`src/fdp_pkg.sv`:
```
// Constants, timing and helper functions of the data-phase signalling block
package fdp_pkg;
    localparam int DATA_W        = 64;
    localparam int GROUPS        = 4;
    localparam int GROUP_W       = 16;
    localparam int BEATS         = 4;
    localparam int MCLK_PERIOD_NS = 8;
    localparam int BCLK_PERIOD_NS = 64;
    localparam int BEAT_CYC      = BCLK_PERIOD_NS / (MCLK_PERIOD_NS * BEATS);
    localparam int BEAT_HALF     = BEAT_CYC / 2;
    localparam int SYNC_STAGES   = 3;

    typedef enum logic [1:0] {
        FDP_RUN,
        FDP_SLEEP,
        FDP_DEEP,
        FDP_DEEPER
    } fdp_pstate_t;

    function automatic logic [4:0] fdp_popcount(input logic [15:0] v);
        logic [4:0] n;
        n = 5'h0_0;
        for (int i = 0; i < GROUP_W; i++) begin
            n = n + {4'h0, v[i]};
        end
        return n;
    endfunction

    // Returns {flags_n, lines}; flag low means the group is inverted
    function automatic logic [67:0] fdp_encode(input logic [63:0] prev,
                                               input logic [63:0] word);
        logic [63:0] lines;
        logic [3:0]  flags_n;
        lines   = word;
        flags_n = 4'hF;
        for (int g = 0; g < GROUPS; g++) begin
            if (fdp_popcount(prev[g*16 +: 16] ^ word[g*16 +: 16])
                    > 5'h0_8) begin
                lines[g*16 +: 16] = ~word[g*16 +: 16];
                flags_n[g]        = 1'b0;
            end
        end
        return {flags_n, lines};
    endfunction

    function automatic logic [63:0] fdp_decode(input logic [63:0] lines,
                                               input logic [3:0]  flags_n);
        logic [63:0] d;
        for (int g = 0; g < GROUPS; g++) begin
            d[g*16 +: 16] = flags_n[g] ? lines[g*16 +: 16]
                                       : ~lines[g*16 +: 16];
        end
        return d;
    endfunction
endpackage

```
`src/fdp_data_phase.sv`:
```
// Device-side data phase: inverted quad-pumped send, strobed receive, sleep depth
`timescale 1ns/1ps
`default_nettype none
module fdp_data_phase #(
    parameter int BEAT_CYC = fdp_pkg::BEAT_CYC
) (
    input  wire logic        mclk,
    input  wire logic        rst,
    input  wire logic        ce,
    input  wire logic        bus_clock,
    input  wire logic [63:0] data_in,
    output logic      [63:0] data_out,
    output logic             data_oe_n,
    input  wire logic [3:0]  group_polarity_flags_in_n,
    output logic      [3:0]  group_polarity_flags_out_n,
    output logic             group_polarity_flags_oe_n,
    input  wire logic [3:0]  negative_data_strobes_in_n,
    output logic      [3:0]  negative_data_strobes_out_n,
    input  wire logic [3:0]  positive_data_strobes_in_n,
    output logic      [3:0]  positive_data_strobes_out_n,
    output logic             data_strobes_oe_n,
    input  wire logic        data_valid_indicator_in_n,
    output logic             data_valid_indicator_out_n,
    output logic             data_valid_indicator_oe_n,
    input  wire logic        input_buffer_power_down_in_n,
    output logic             input_buffer_power_down_out_n,
    output logic             input_buffer_power_down_oe_n,
    input  wire logic        deep_sleep_request_n,
    input  wire logic        deeper_sleep_request_n,
    input  wire logic        sleep_request,
    input  wire logic        freq_switch,
    input  wire logic        freq_switch_power_down,
    input  wire logic [63:0] tx_word,
    input  wire logic        tx_valid,
    output logic             tx_taken,
    output logic [63:0]      rx_data,
    output logic [3:0]       rx_group_valid,
    output logic             rx_buffers_off,
    output logic [1:0]       sleep_state
);
    localparam int SYNC_W = 64 + 4 + 4 + 4 + 1 + 1 + 1 + 1 + 1;
    localparam logic [3:0] BEAT_LAST = 4'(BEAT_CYC - 1);
    localparam logic [3:0] BEAT_MID  = 4'(BEAT_CYC / 2);
    initial begin
        if (BEAT_CYC < 2 || BEAT_CYC > 15) $error("BEAT_CYC must be 2..15");
    end
    logic [SYNC_W-1:0] sync_level;
    logic [63:0]       rx_lines;
    logic [3:0]        rx_flags_n;
    logic [3:0]        stb_n_s;
    logic [3:0]        stb_p_s;
    logic              dv_s_n;
    logic              pd_s_n;
    logic              deep_s_n;
    logic              deeper_s_n;
    logic              bclk_s;
    // Strobes and bus clock idle high; all pins share one sampling depth
    fdp_sync3 #(
        .WIDTH (SYNC_W),
        .INIT  ({64'h0, 4'hF, 4'hF, 4'hF, 5'h1F})
    ) u_sync (
        .mclk  (mclk),
        .rst   (rst),
        .ce    (ce),
        .pin   ({data_in, group_polarity_flags_in_n,
                 negative_data_strobes_in_n, positive_data_strobes_in_n,
                 data_valid_indicator_in_n, input_buffer_power_down_in_n,
                 deep_sleep_request_n, deeper_sleep_request_n, bus_clock}),
        .level (sync_level)
    );
    assign {rx_lines, rx_flags_n, stb_n_s, stb_p_s, dv_s_n, pd_s_n,
            deep_s_n, deeper_s_n, bclk_s} = sync_level;
    logic       bclk_q;
    logic [3:0] stb_n_q;
    logic [3:0] stb_p_q;
    always_ff @(posedge mclk or posedge rst) begin
        if (rst) begin
            bclk_q  <= 1'b1;
            stb_n_q <= 4'hF;
            stb_p_q <= 4'hF;
        end else if (ce) begin
            bclk_q  <= bclk_s;
            stb_n_q <= stb_n_s;
            stb_p_q <= stb_p_s;
        end
    end
    logic       bclk_rise;
    logic [3:0] stb_fall;
    assign bclk_rise = bclk_s & ~bclk_q;
    assign stb_fall  = (stb_n_q & ~stb_n_s) | (stb_p_q & ~stb_p_s);
    // Send sequencer: a quad of four beats fills one bus clock period; quads start at most every other period
    logic       quad_busy;
    logic [1:0] beat;
    logic [3:0] cyc;
    logic       quad_start;
    logic       beat_load;
    assign quad_start = bclk_rise & tx_valid & ~quad_busy;
    assign beat_load  = quad_start
                      | (quad_busy & cyc == BEAT_LAST & beat != 2'h3);
    always_ff @(posedge mclk or posedge rst) begin
        if (rst) begin
            quad_busy <= 1'b0;
            beat      <= 2'h0;
            cyc       <= 4'h0;
        end else if (ce) begin
            if (quad_start) begin
                quad_busy <= 1'b1;
                beat      <= 2'h0;
                cyc       <= 4'h0;
            end else if (quad_busy) begin
                if (cyc == BEAT_LAST) begin
                    cyc  <= 4'h0;
                    beat <= beat + 2'h1;
                    if (beat == 2'h3) quad_busy <= 1'b0;
                end else begin
                    cyc <= cyc + 4'h1;
                end
            end
        end
    end
    // Data lines and flags change together at each beat load that sees tx_valid
    always_ff @(posedge mclk or posedge rst) begin
        if (rst) begin
            data_out                   <= 64'h0;
            group_polarity_flags_out_n <= 4'hF;
            tx_taken                   <= 1'b0;
        end else if (ce) begin
            tx_taken <= beat_load & tx_valid;
            if (beat_load & tx_valid) begin
                {group_polarity_flags_out_n, data_out}
                    <= fdp_pkg::fdp_encode(data_out, tx_word);
            end
        end
    end
    // Strobes rise at a beat load and the beat's strobe falls mid-beat
    always_ff @(posedge mclk or posedge rst) begin
        if (rst) begin
            positive_data_strobes_out_n <= 4'hF;
            negative_data_strobes_out_n <= 4'hF;
        end else if (ce) begin
            if (beat_load) begin
                positive_data_strobes_out_n <= 4'hF;
                negative_data_strobes_out_n <= 4'hF;
            end else if (quad_busy && cyc == BEAT_MID - 4'h1) begin
                if (beat[0]) negative_data_strobes_out_n <= 4'h0;
                else         positive_data_strobes_out_n <= 4'h0;
            end
        end
    end
    // Drivers are enabled for the whole quad; valid marks it
    always_ff @(posedge mclk or posedge rst) begin
        if (rst) begin
            data_oe_n                  <= 1'b1;
            group_polarity_flags_oe_n  <= 1'b1;
            data_strobes_oe_n          <= 1'b1;
            data_valid_indicator_out_n <= 1'b1;
            data_valid_indicator_oe_n  <= 1'b1;
        end else if (ce) begin
            if (quad_start) begin
                data_oe_n                  <= 1'b0;
                group_polarity_flags_oe_n  <= 1'b0;
                data_strobes_oe_n          <= 1'b0;
                data_valid_indicator_out_n <= 1'b0;
                data_valid_indicator_oe_n  <= 1'b0;
            end else if (quad_busy && beat == 2'h3 && cyc == BEAT_LAST) begin
                data_oe_n                  <= 1'b1;
                group_polarity_flags_oe_n  <= 1'b1;
                data_strobes_oe_n          <= 1'b1;
                data_valid_indicator_out_n <= 1'b1;
                data_valid_indicator_oe_n  <= 1'b1;
            end
        end
    end
    // Power-down pin: the device takes it over during frequency switching
    always_ff @(posedge mclk or posedge rst) begin
        if (rst) begin
            input_buffer_power_down_oe_n  <= 1'b1;
            input_buffer_power_down_out_n <= 1'b1;
            rx_buffers_off                <= 1'b0;
        end else if (ce) begin
            input_buffer_power_down_oe_n  <= ~freq_switch;
            input_buffer_power_down_out_n <= ~freq_switch_power_down;
            rx_buffers_off <= freq_switch ? freq_switch_power_down
                                          : ~pd_s_n;
        end
    end
    // Receive: capture a group on its strobe fall while valid is shown
    logic [3:0]  rx_capture;
    logic [63:0] rx_plain;
    assign rx_capture = stb_fall & {4{~dv_s_n & ~rx_buffers_off & ~quad_busy}};
    assign rx_plain   = fdp_pkg::fdp_decode(rx_lines, rx_flags_n);
    always_ff @(posedge mclk or posedge rst) begin
        if (rst) begin
            rx_data        <= 64'h0;
            rx_group_valid <= 4'h0;
        end else if (ce) begin
            rx_group_valid <= rx_capture;
            for (int g = 0; g < fdp_pkg::GROUPS; g++) begin
                if (rx_capture[g]) begin
                    rx_data[g*16 +: 16] <= rx_plain[g*16 +: 16];
                end
            end
        end
    end
    // Sleep depth follows the chipset's requests
    fdp_pkg::fdp_pstate_t pstate;
    always_ff @(posedge mclk or posedge rst) begin
        if (rst) begin
            pstate <= fdp_pkg::FDP_RUN;
        end else if (ce) begin
            case (pstate)
                fdp_pkg::FDP_RUN:
                    if (sleep_request) pstate <= fdp_pkg::FDP_SLEEP;
                fdp_pkg::FDP_SLEEP:
                    if (!deep_s_n) pstate <= fdp_pkg::FDP_DEEP;
                    else if (!sleep_request) pstate <= fdp_pkg::FDP_RUN;
                fdp_pkg::FDP_DEEP:
                    if (!deeper_s_n) pstate <= fdp_pkg::FDP_DEEPER;
                    else if (deep_s_n) pstate <= fdp_pkg::FDP_SLEEP;
                fdp_pkg::FDP_DEEPER:
                    if (deeper_s_n) pstate <= fdp_pkg::FDP_DEEP;
                default:
                    pstate <= fdp_pkg::FDP_RUN;
            endcase
        end
    end
    always_ff @(posedge mclk or posedge rst) begin
        if (rst) sleep_state <= 2'h0;
        else if (ce) sleep_state <= pstate;
    end
    logic [2:0] loads_in_quad;
    always_ff @(posedge mclk or posedge rst) begin
        if (rst) loads_in_quad <= 3'h0;
        else if (ce && quad_start) loads_in_quad <= 3'h1;
        else if (ce && beat_load) loads_in_quad <= loads_in_quad + 3'h1;
    end
endmodule
`default_nettype wire

```
`src/fdp_sync3.sv`:
```
// Three-stage pin synchroniser; the output follows once stages two and three agree
`timescale 1ns/1ps
`default_nettype none
module fdp_sync3 #(
    parameter int WIDTH = 1,
    parameter logic [WIDTH-1:0] INIT = '0
) (
    input  wire logic             mclk,
    input  wire logic             rst,
    input  wire logic             ce,
    input  wire logic [WIDTH-1:0] pin,
    output logic      [WIDTH-1:0] level
);
    logic [WIDTH-1:0] s1;
    logic [WIDTH-1:0] s2;
    logic [WIDTH-1:0] s3;

    initial begin
        if (WIDTH < 1) $error("fdp_sync3: WIDTH must be at least 1");
    end

    always_ff @(posedge mclk or posedge rst) begin
        if (rst) begin
            s1    <= INIT;
            s2    <= INIT;
            s3    <= INIT;
            level <= INIT;
        end else if (ce) begin
            s1 <= pin;
            s2 <= s1;
            s3 <= s2;
            for (int i = 0; i < WIDTH; i++) begin
                if (s2[i] == s3[i]) begin
                    level[i] <= s3[i];
                end
            end
        end
    end
endmodule
`default_nettype wire

```
`config.mk`:
```
export PLATFORM = sky130hd
export DESIGN_NAME = fdp_data_phase
export DESIGN_NICKNAME = d
export VERILOG_FILES = /design/src/fdp_pkg.sv /design/src/fdp_data_phase.sv /design/src/fdp_sync3.sv
export SDC_FILE = /design/constraint.sdc
export NUM_CORES = 1
export LEC_CHECK = 0
export BUFFER_PORTS_ARGS = -buffer_cell sky130_fd_sc_hd__buf_2
export CAP_MARGIN = 25
export CORE_ASPECT_RATIO = 0.9
export CORE_MARGIN = 5
export CORE_UTILIZATION = 40
export DETAILED_ROUTE_END_ITERATION = 7
export PLACE_DENSITY = 0.63
export SLEW_MARGIN = 20
export SYNTH_ARGS = -nofsm -noshare
export SYNTH_HDL_FRONTEND = slang
export SYNTH_SLANG_ARGS = --single-unit
```
`constraint.sdc`:
```
create_clock -name mclk -period 20.2 [get_ports mclk]
set_clock_uncertainty 0.2 [all_clocks]
set_input_delay 1.01 -clock mclk [delete_from_list [all_inputs] [get_ports mclk]]
set_output_delay 1.01 -clock mclk [all_outputs]
set_load 0.02 [all_outputs]
```
==> metrics.log <==
INFO  metric rows = around 80
INFO  metric drtAntennaViolNets = 0
INFO  metric vias_per_cell = 4.89
INFO  metric core = about 56000 um^2
INFO  metric finish.net_count = around 2400
INFO  metric final-hold-violation-count = 0
INFO  metric via_count_of_the_first_global_routing_pass = about 15000
INFO  metric grt_first_pass_wirelength = 77.7 mm
INFO  metric start_util = 40.3%
INFO  metric most_frequent_cell_after_synthesis = sky130_fd_sc_hd__dfrtp_1
INFO  metric numPortBuffers = 306
INFO  metric syn_to_final_growth = 17.4%
INFO  metric tritoncts_num_sinks = approximately 490
INFO  metric timing.max_cap.violations = 0
INFO  metric grt_start_max_net_pins = 155
INFO  metric cts_tree = done
INFO  metric cp_num_buf_inv = 5
INFO  metric synth_top_area_share = 44.9%
INFO  metric total_negative_slack = 0 ns
INFO  metric netlist_area = around 22000 um^2
INFO  metric place.gp.congestion = 0.811
INFO  metric cts-root-to-sink-buffers = 3
INFO  metric drtIter0Drc = 744
INFO  metric layout-drive-gt1-share = 34.3%
INFO  metric share_of_flip_flops_with_an_asynchronous_set_or_reset_after_synthesis = 100%
INFO  metric synthesis.area_per_instance = 11.8 um^2
INFO  metric hp-class = in -> async
INFO  metric filler_cell_count = 5023
INFO  metric die_height = between 200 and 250 um
INFO  metric grt_use_met2 = 24.9%
INFO  metric dp_hpwl = 32.2 mm
INFO  metric timing.final.crit_period = ~5.4 ns
INFO  metric run_status = completed
INFO  metric cp_top_family = adder cells
INFO  metric detail_route.wl_per_cell = 15.9 um
INFO  metric cts_buf_count = 53
INFO  metric critPathLaunchType = primary input
INFO  metric crit_required = 20.43 ns
INFO  metric clock_insertion_delay_worst_skew = 0.59 ns
INFO  metric worst_path_clk_slew = 0.06 ns
INFO  metric global_route.peak_usage_layer = met2
INFO  metric post-cts-setup-buffers = 0
INFO  metric ff_latch_area = 12300 um^2
INFO  metric global_route.usage.total = 15.4%
INFO  metric crit_path_frequent_cell = sky130_fd_sc_hd__fa_1
INFO  metric syn-num-nets = 2110
INFO  metric synth_top_cell_by_area = sky130_fd_sc_hd__dfrtp_1
INFO  metric slew_headroom = 32.3%
INFO  metric grt_overflow = 0
INFO  metric post-route-drc-count = 0
INFO  metric cts_hold_repair.buffers = 0
INFO  metric synth_seq_cells = roughly 490
INFO  metric finalSetupViolCount = 0
INFO  metric layout.core_utilization = 47.3%
INFO  metric yosysUniqueCellTypes = about 50
INFO  metric multi_input_area = 9260 um^2
INFO  metric post_synth_main_area_contributors = sky130_fd_sc_hd__dfrtp_1 (45%), sky130_fd_sc_hd__mux2_2 (12%), sky130_fd_sc_hd__dfstp_2 (10%), sky130_fd_sc_hd__xor2_1 (6.1%), sky130_fd_sc_hd__a21oi_1 (3.9%)
INFO  metric slowest_stage_delay_on_critical_path = 0.58 ns
INFO  metric total_die_area = 60800 um^2
INFO  metric arrival = between 5 and 6 ns
INFO  metric ys_top_cells_by_count = sky130_fd_sc_hd__dfrtp_1 (401), sky130_fd_sc_hd__mux2_2 (247), sky130_fd_sc_hd__a21oi_1 (173), sky130_fd_sc_hd__xor2_1 (157), sky130_fd_sc_hd__nand2_1 (147)
INFO  metric unrepaired_setup_endpoints_after_global_routing = no
INFO  metric io_pins = 307
INFO  metric crit_type = in -> reg
INFO  metric synth_enable_flop_cells = 0
INFO  metric synth-seq-area-share = 55.0%
INFO  metric synth_ff_type = sky130_fd_sc_hd__dfrtp_1
INFO  metric critPathCaptureType = flop
INFO  metric number_of_antenna_violations_at_the_first_check_in_global_routing = 14
INFO  metric synth_cells = 1894
INFO  metric crit_slowest_cell = sky130_fd_sc_hd__fa_1
INFO  metric crit_path_max_fanout = 10
INFO  metric clock.fmax = ~190 MHz
INFO  metric via_count = 14539
INFO  metric max_slew.worst_pin.slew = 1.02 ns
INFO  metric timing_max_transition_violations_final = 0
INFO  metric grt.met1_usage = 20.9%
INFO  metric clockRootBuffer = sky130_fd_sc_hd__clkbuf_16
INFO  metric crit_chain = buf_2, xor2_1, fa_1, fa_1, fa_1, inv_1, fa_1, inv_1, ha_1, inv_1, fa_1, nor4bb_1, nor3_1, o211ai_2, buf_8, xor2_1, o21ai_1
INFO  metric total_wirelength = roughly 47 mm
INFO  metric floorplan.die.width = 259 um
INFO  metric first_pass_iters = 5
INFO  metric ys_warn_count = 0
INFO  metric grt_use_met3 = 3.77%
INFO  metric cts_htree_levels = 2
INFO  metric post_cts_resized = 0
INFO  metric fin_crit_sh = 26.7%
-- worst paths after layout --
| check | startpoint | to | slack [ns] | cells after the start |
|---|---|---|---|---|
| max | tx_word[15] | data_out[4]$_DFFE_PP0P_ | 14.81 | 17 |
| min | rst | u_sync.s2[79]$_DFFE_PP0P_ | 0.18 | 2 |
| max reg2reg | data_out[15]$_DFFE_PP0P_ | data_out[4]$_DFFE_PP0P_ | 14.92 | 16 |
| min reg2reg | group_polarity_flags_out_n[2]$_DFFE_PP1P_ | group_polarity_flags_out_n[2]$_DFFE_PP1P_ | 0.26 | 2 |
| max in group asynchronous | rst | u_sync.s3[25]$_DFFE_PP0P_ | 17.05 | 5 |
| min in group mclk | group_polarity_flags_out_n[2]$_DFFE_PP1P_ | group_polarity_flags_out_n[2]$_DFFE_PP1P_ | 0.26 | 2 |
-- state kept, by name, indices dropped and copies added, names as in the netlist, 2 cells and up --
| name | flops |
|---|---|
| u_sync.s2 | 81 |
| group_polarity_flags_out_n | 4 |
| cyc | 4 |
| data_out | 64 |
| u_sync.s3 | 81 |
| beat | 2 |
| sleep_state | 2 |
| u_sync.level | 81 |
| pstate | 2 |
| rx_data | 64 |
| stb_n_q | 4 |
| u_sync.s1 | 81 |
| rx_group_valid | 4 |
| stb_p_q | 4 |
-- cell families (layout without fill, tap and decap cells) --
group | count (synthesis) | count (layout) | share of synthesized area (%)
flip-flops | 487 | 487 | 55.0
buffers and inverters | 171 | 487 | 3.70
adder cells (fa/ha/maj) | 64 | 64 | 4.92
other | 0 | 6 | 0
AO/OA/AOI/OAI | 360 | 360 | 8.74
XOR/XNOR | 177 | 177 | 6.93
AND/OR/NAND/NOR | 385 | 385 | 8.17
multiplexers | 250 | 250 | 12.6
-- layer usage --
metal,vias to the layer above,routed length (um)
met3,78,2670
met5,-,108
li1,6942,-
met2,271,22100
met4,12,995
met1,7236,21400
-- per-stage QoR --
| step | worst slack, ns | area [um^2] | hold slack [ns] | cells |
|---|---|---|---|---|
| after CTS | 14.66 | 26200 | 0.259 | 2962 |
| final | 14.81 | 26300 | 0.180 | 2972 |
| after global routing | 14.52 | 26200 | 0.162 | 2968 |
| after floorplan | 5.54 | 22400 | 0.259 | 1894 |
| after global placement | 14.03 | 24400 | 0.246 | 2860 |
| after detailed placement | 14.02 | 24400 | 0.249 | 2862 |
-- cells in the final DEF (no fill, tap or decap), types with 7 or more instances in the layout --
cell type                     n
sky130_fd_sc_hd__buf_4        8
sky130_fd_sc_hd__buf_2      305
sky130_fd_sc_hd__nand2_1    146
sky130_fd_sc_hd__o21ai_1     38
sky130_fd_sc_hd__ha_1        24
sky130_fd_sc_hd__or3_1       16
sky130_fd_sc_hd__clkinv_2    14
sky130_fd_sc_hd__nand2b_1    82
sky130_fd_sc_hd__a21oi_1    173
sky130_fd_sc_hd__o21ai_0    115
sky130_fd_sc_hd__nor2_1     108
sky130_fd_sc_hd__dfstp_2     86
sky130_fd_sc_hd__xor2_1     157
sky130_fd_sc_hd__xnor2_1     20
sky130_fd_sc_hd__a31oi_2     10
sky130_fd_sc_hd__clkbuf_8     7
sky130_fd_sc_hd__mux2_2     247
sky130_fd_sc_hd__inv_1       64
sky130_fd_sc_hd__dfrtp_1    401
sky130_fd_sc_hd__clkbuf_16   53
sky130_fd_sc_hd__clkbuf_1    16
sky130_fd_sc_hd__fa_1        40
-- final cells by class --
| class | instances | share of cell area (%) |
|---|---|---|
| Clock inverter | 24 | 1.07 |
| Clock buffer | 76 | 5.65 |
| Inverter | 65 | 0.958 |
| Timing Repair Buffer | 322 | 6.59 |
| Antenna cell | 6 | 0.0572 |
| Sequential cell | 487 | 46.8 |
| Multi-Input combinational cell | 1236 | 35.3 |
| Tap cell | 756 | 3.60 |
Power is left out: the tool's default activity adds up to more than one toggle a clock period on the data nets, which glitch-free logic cannot reach.
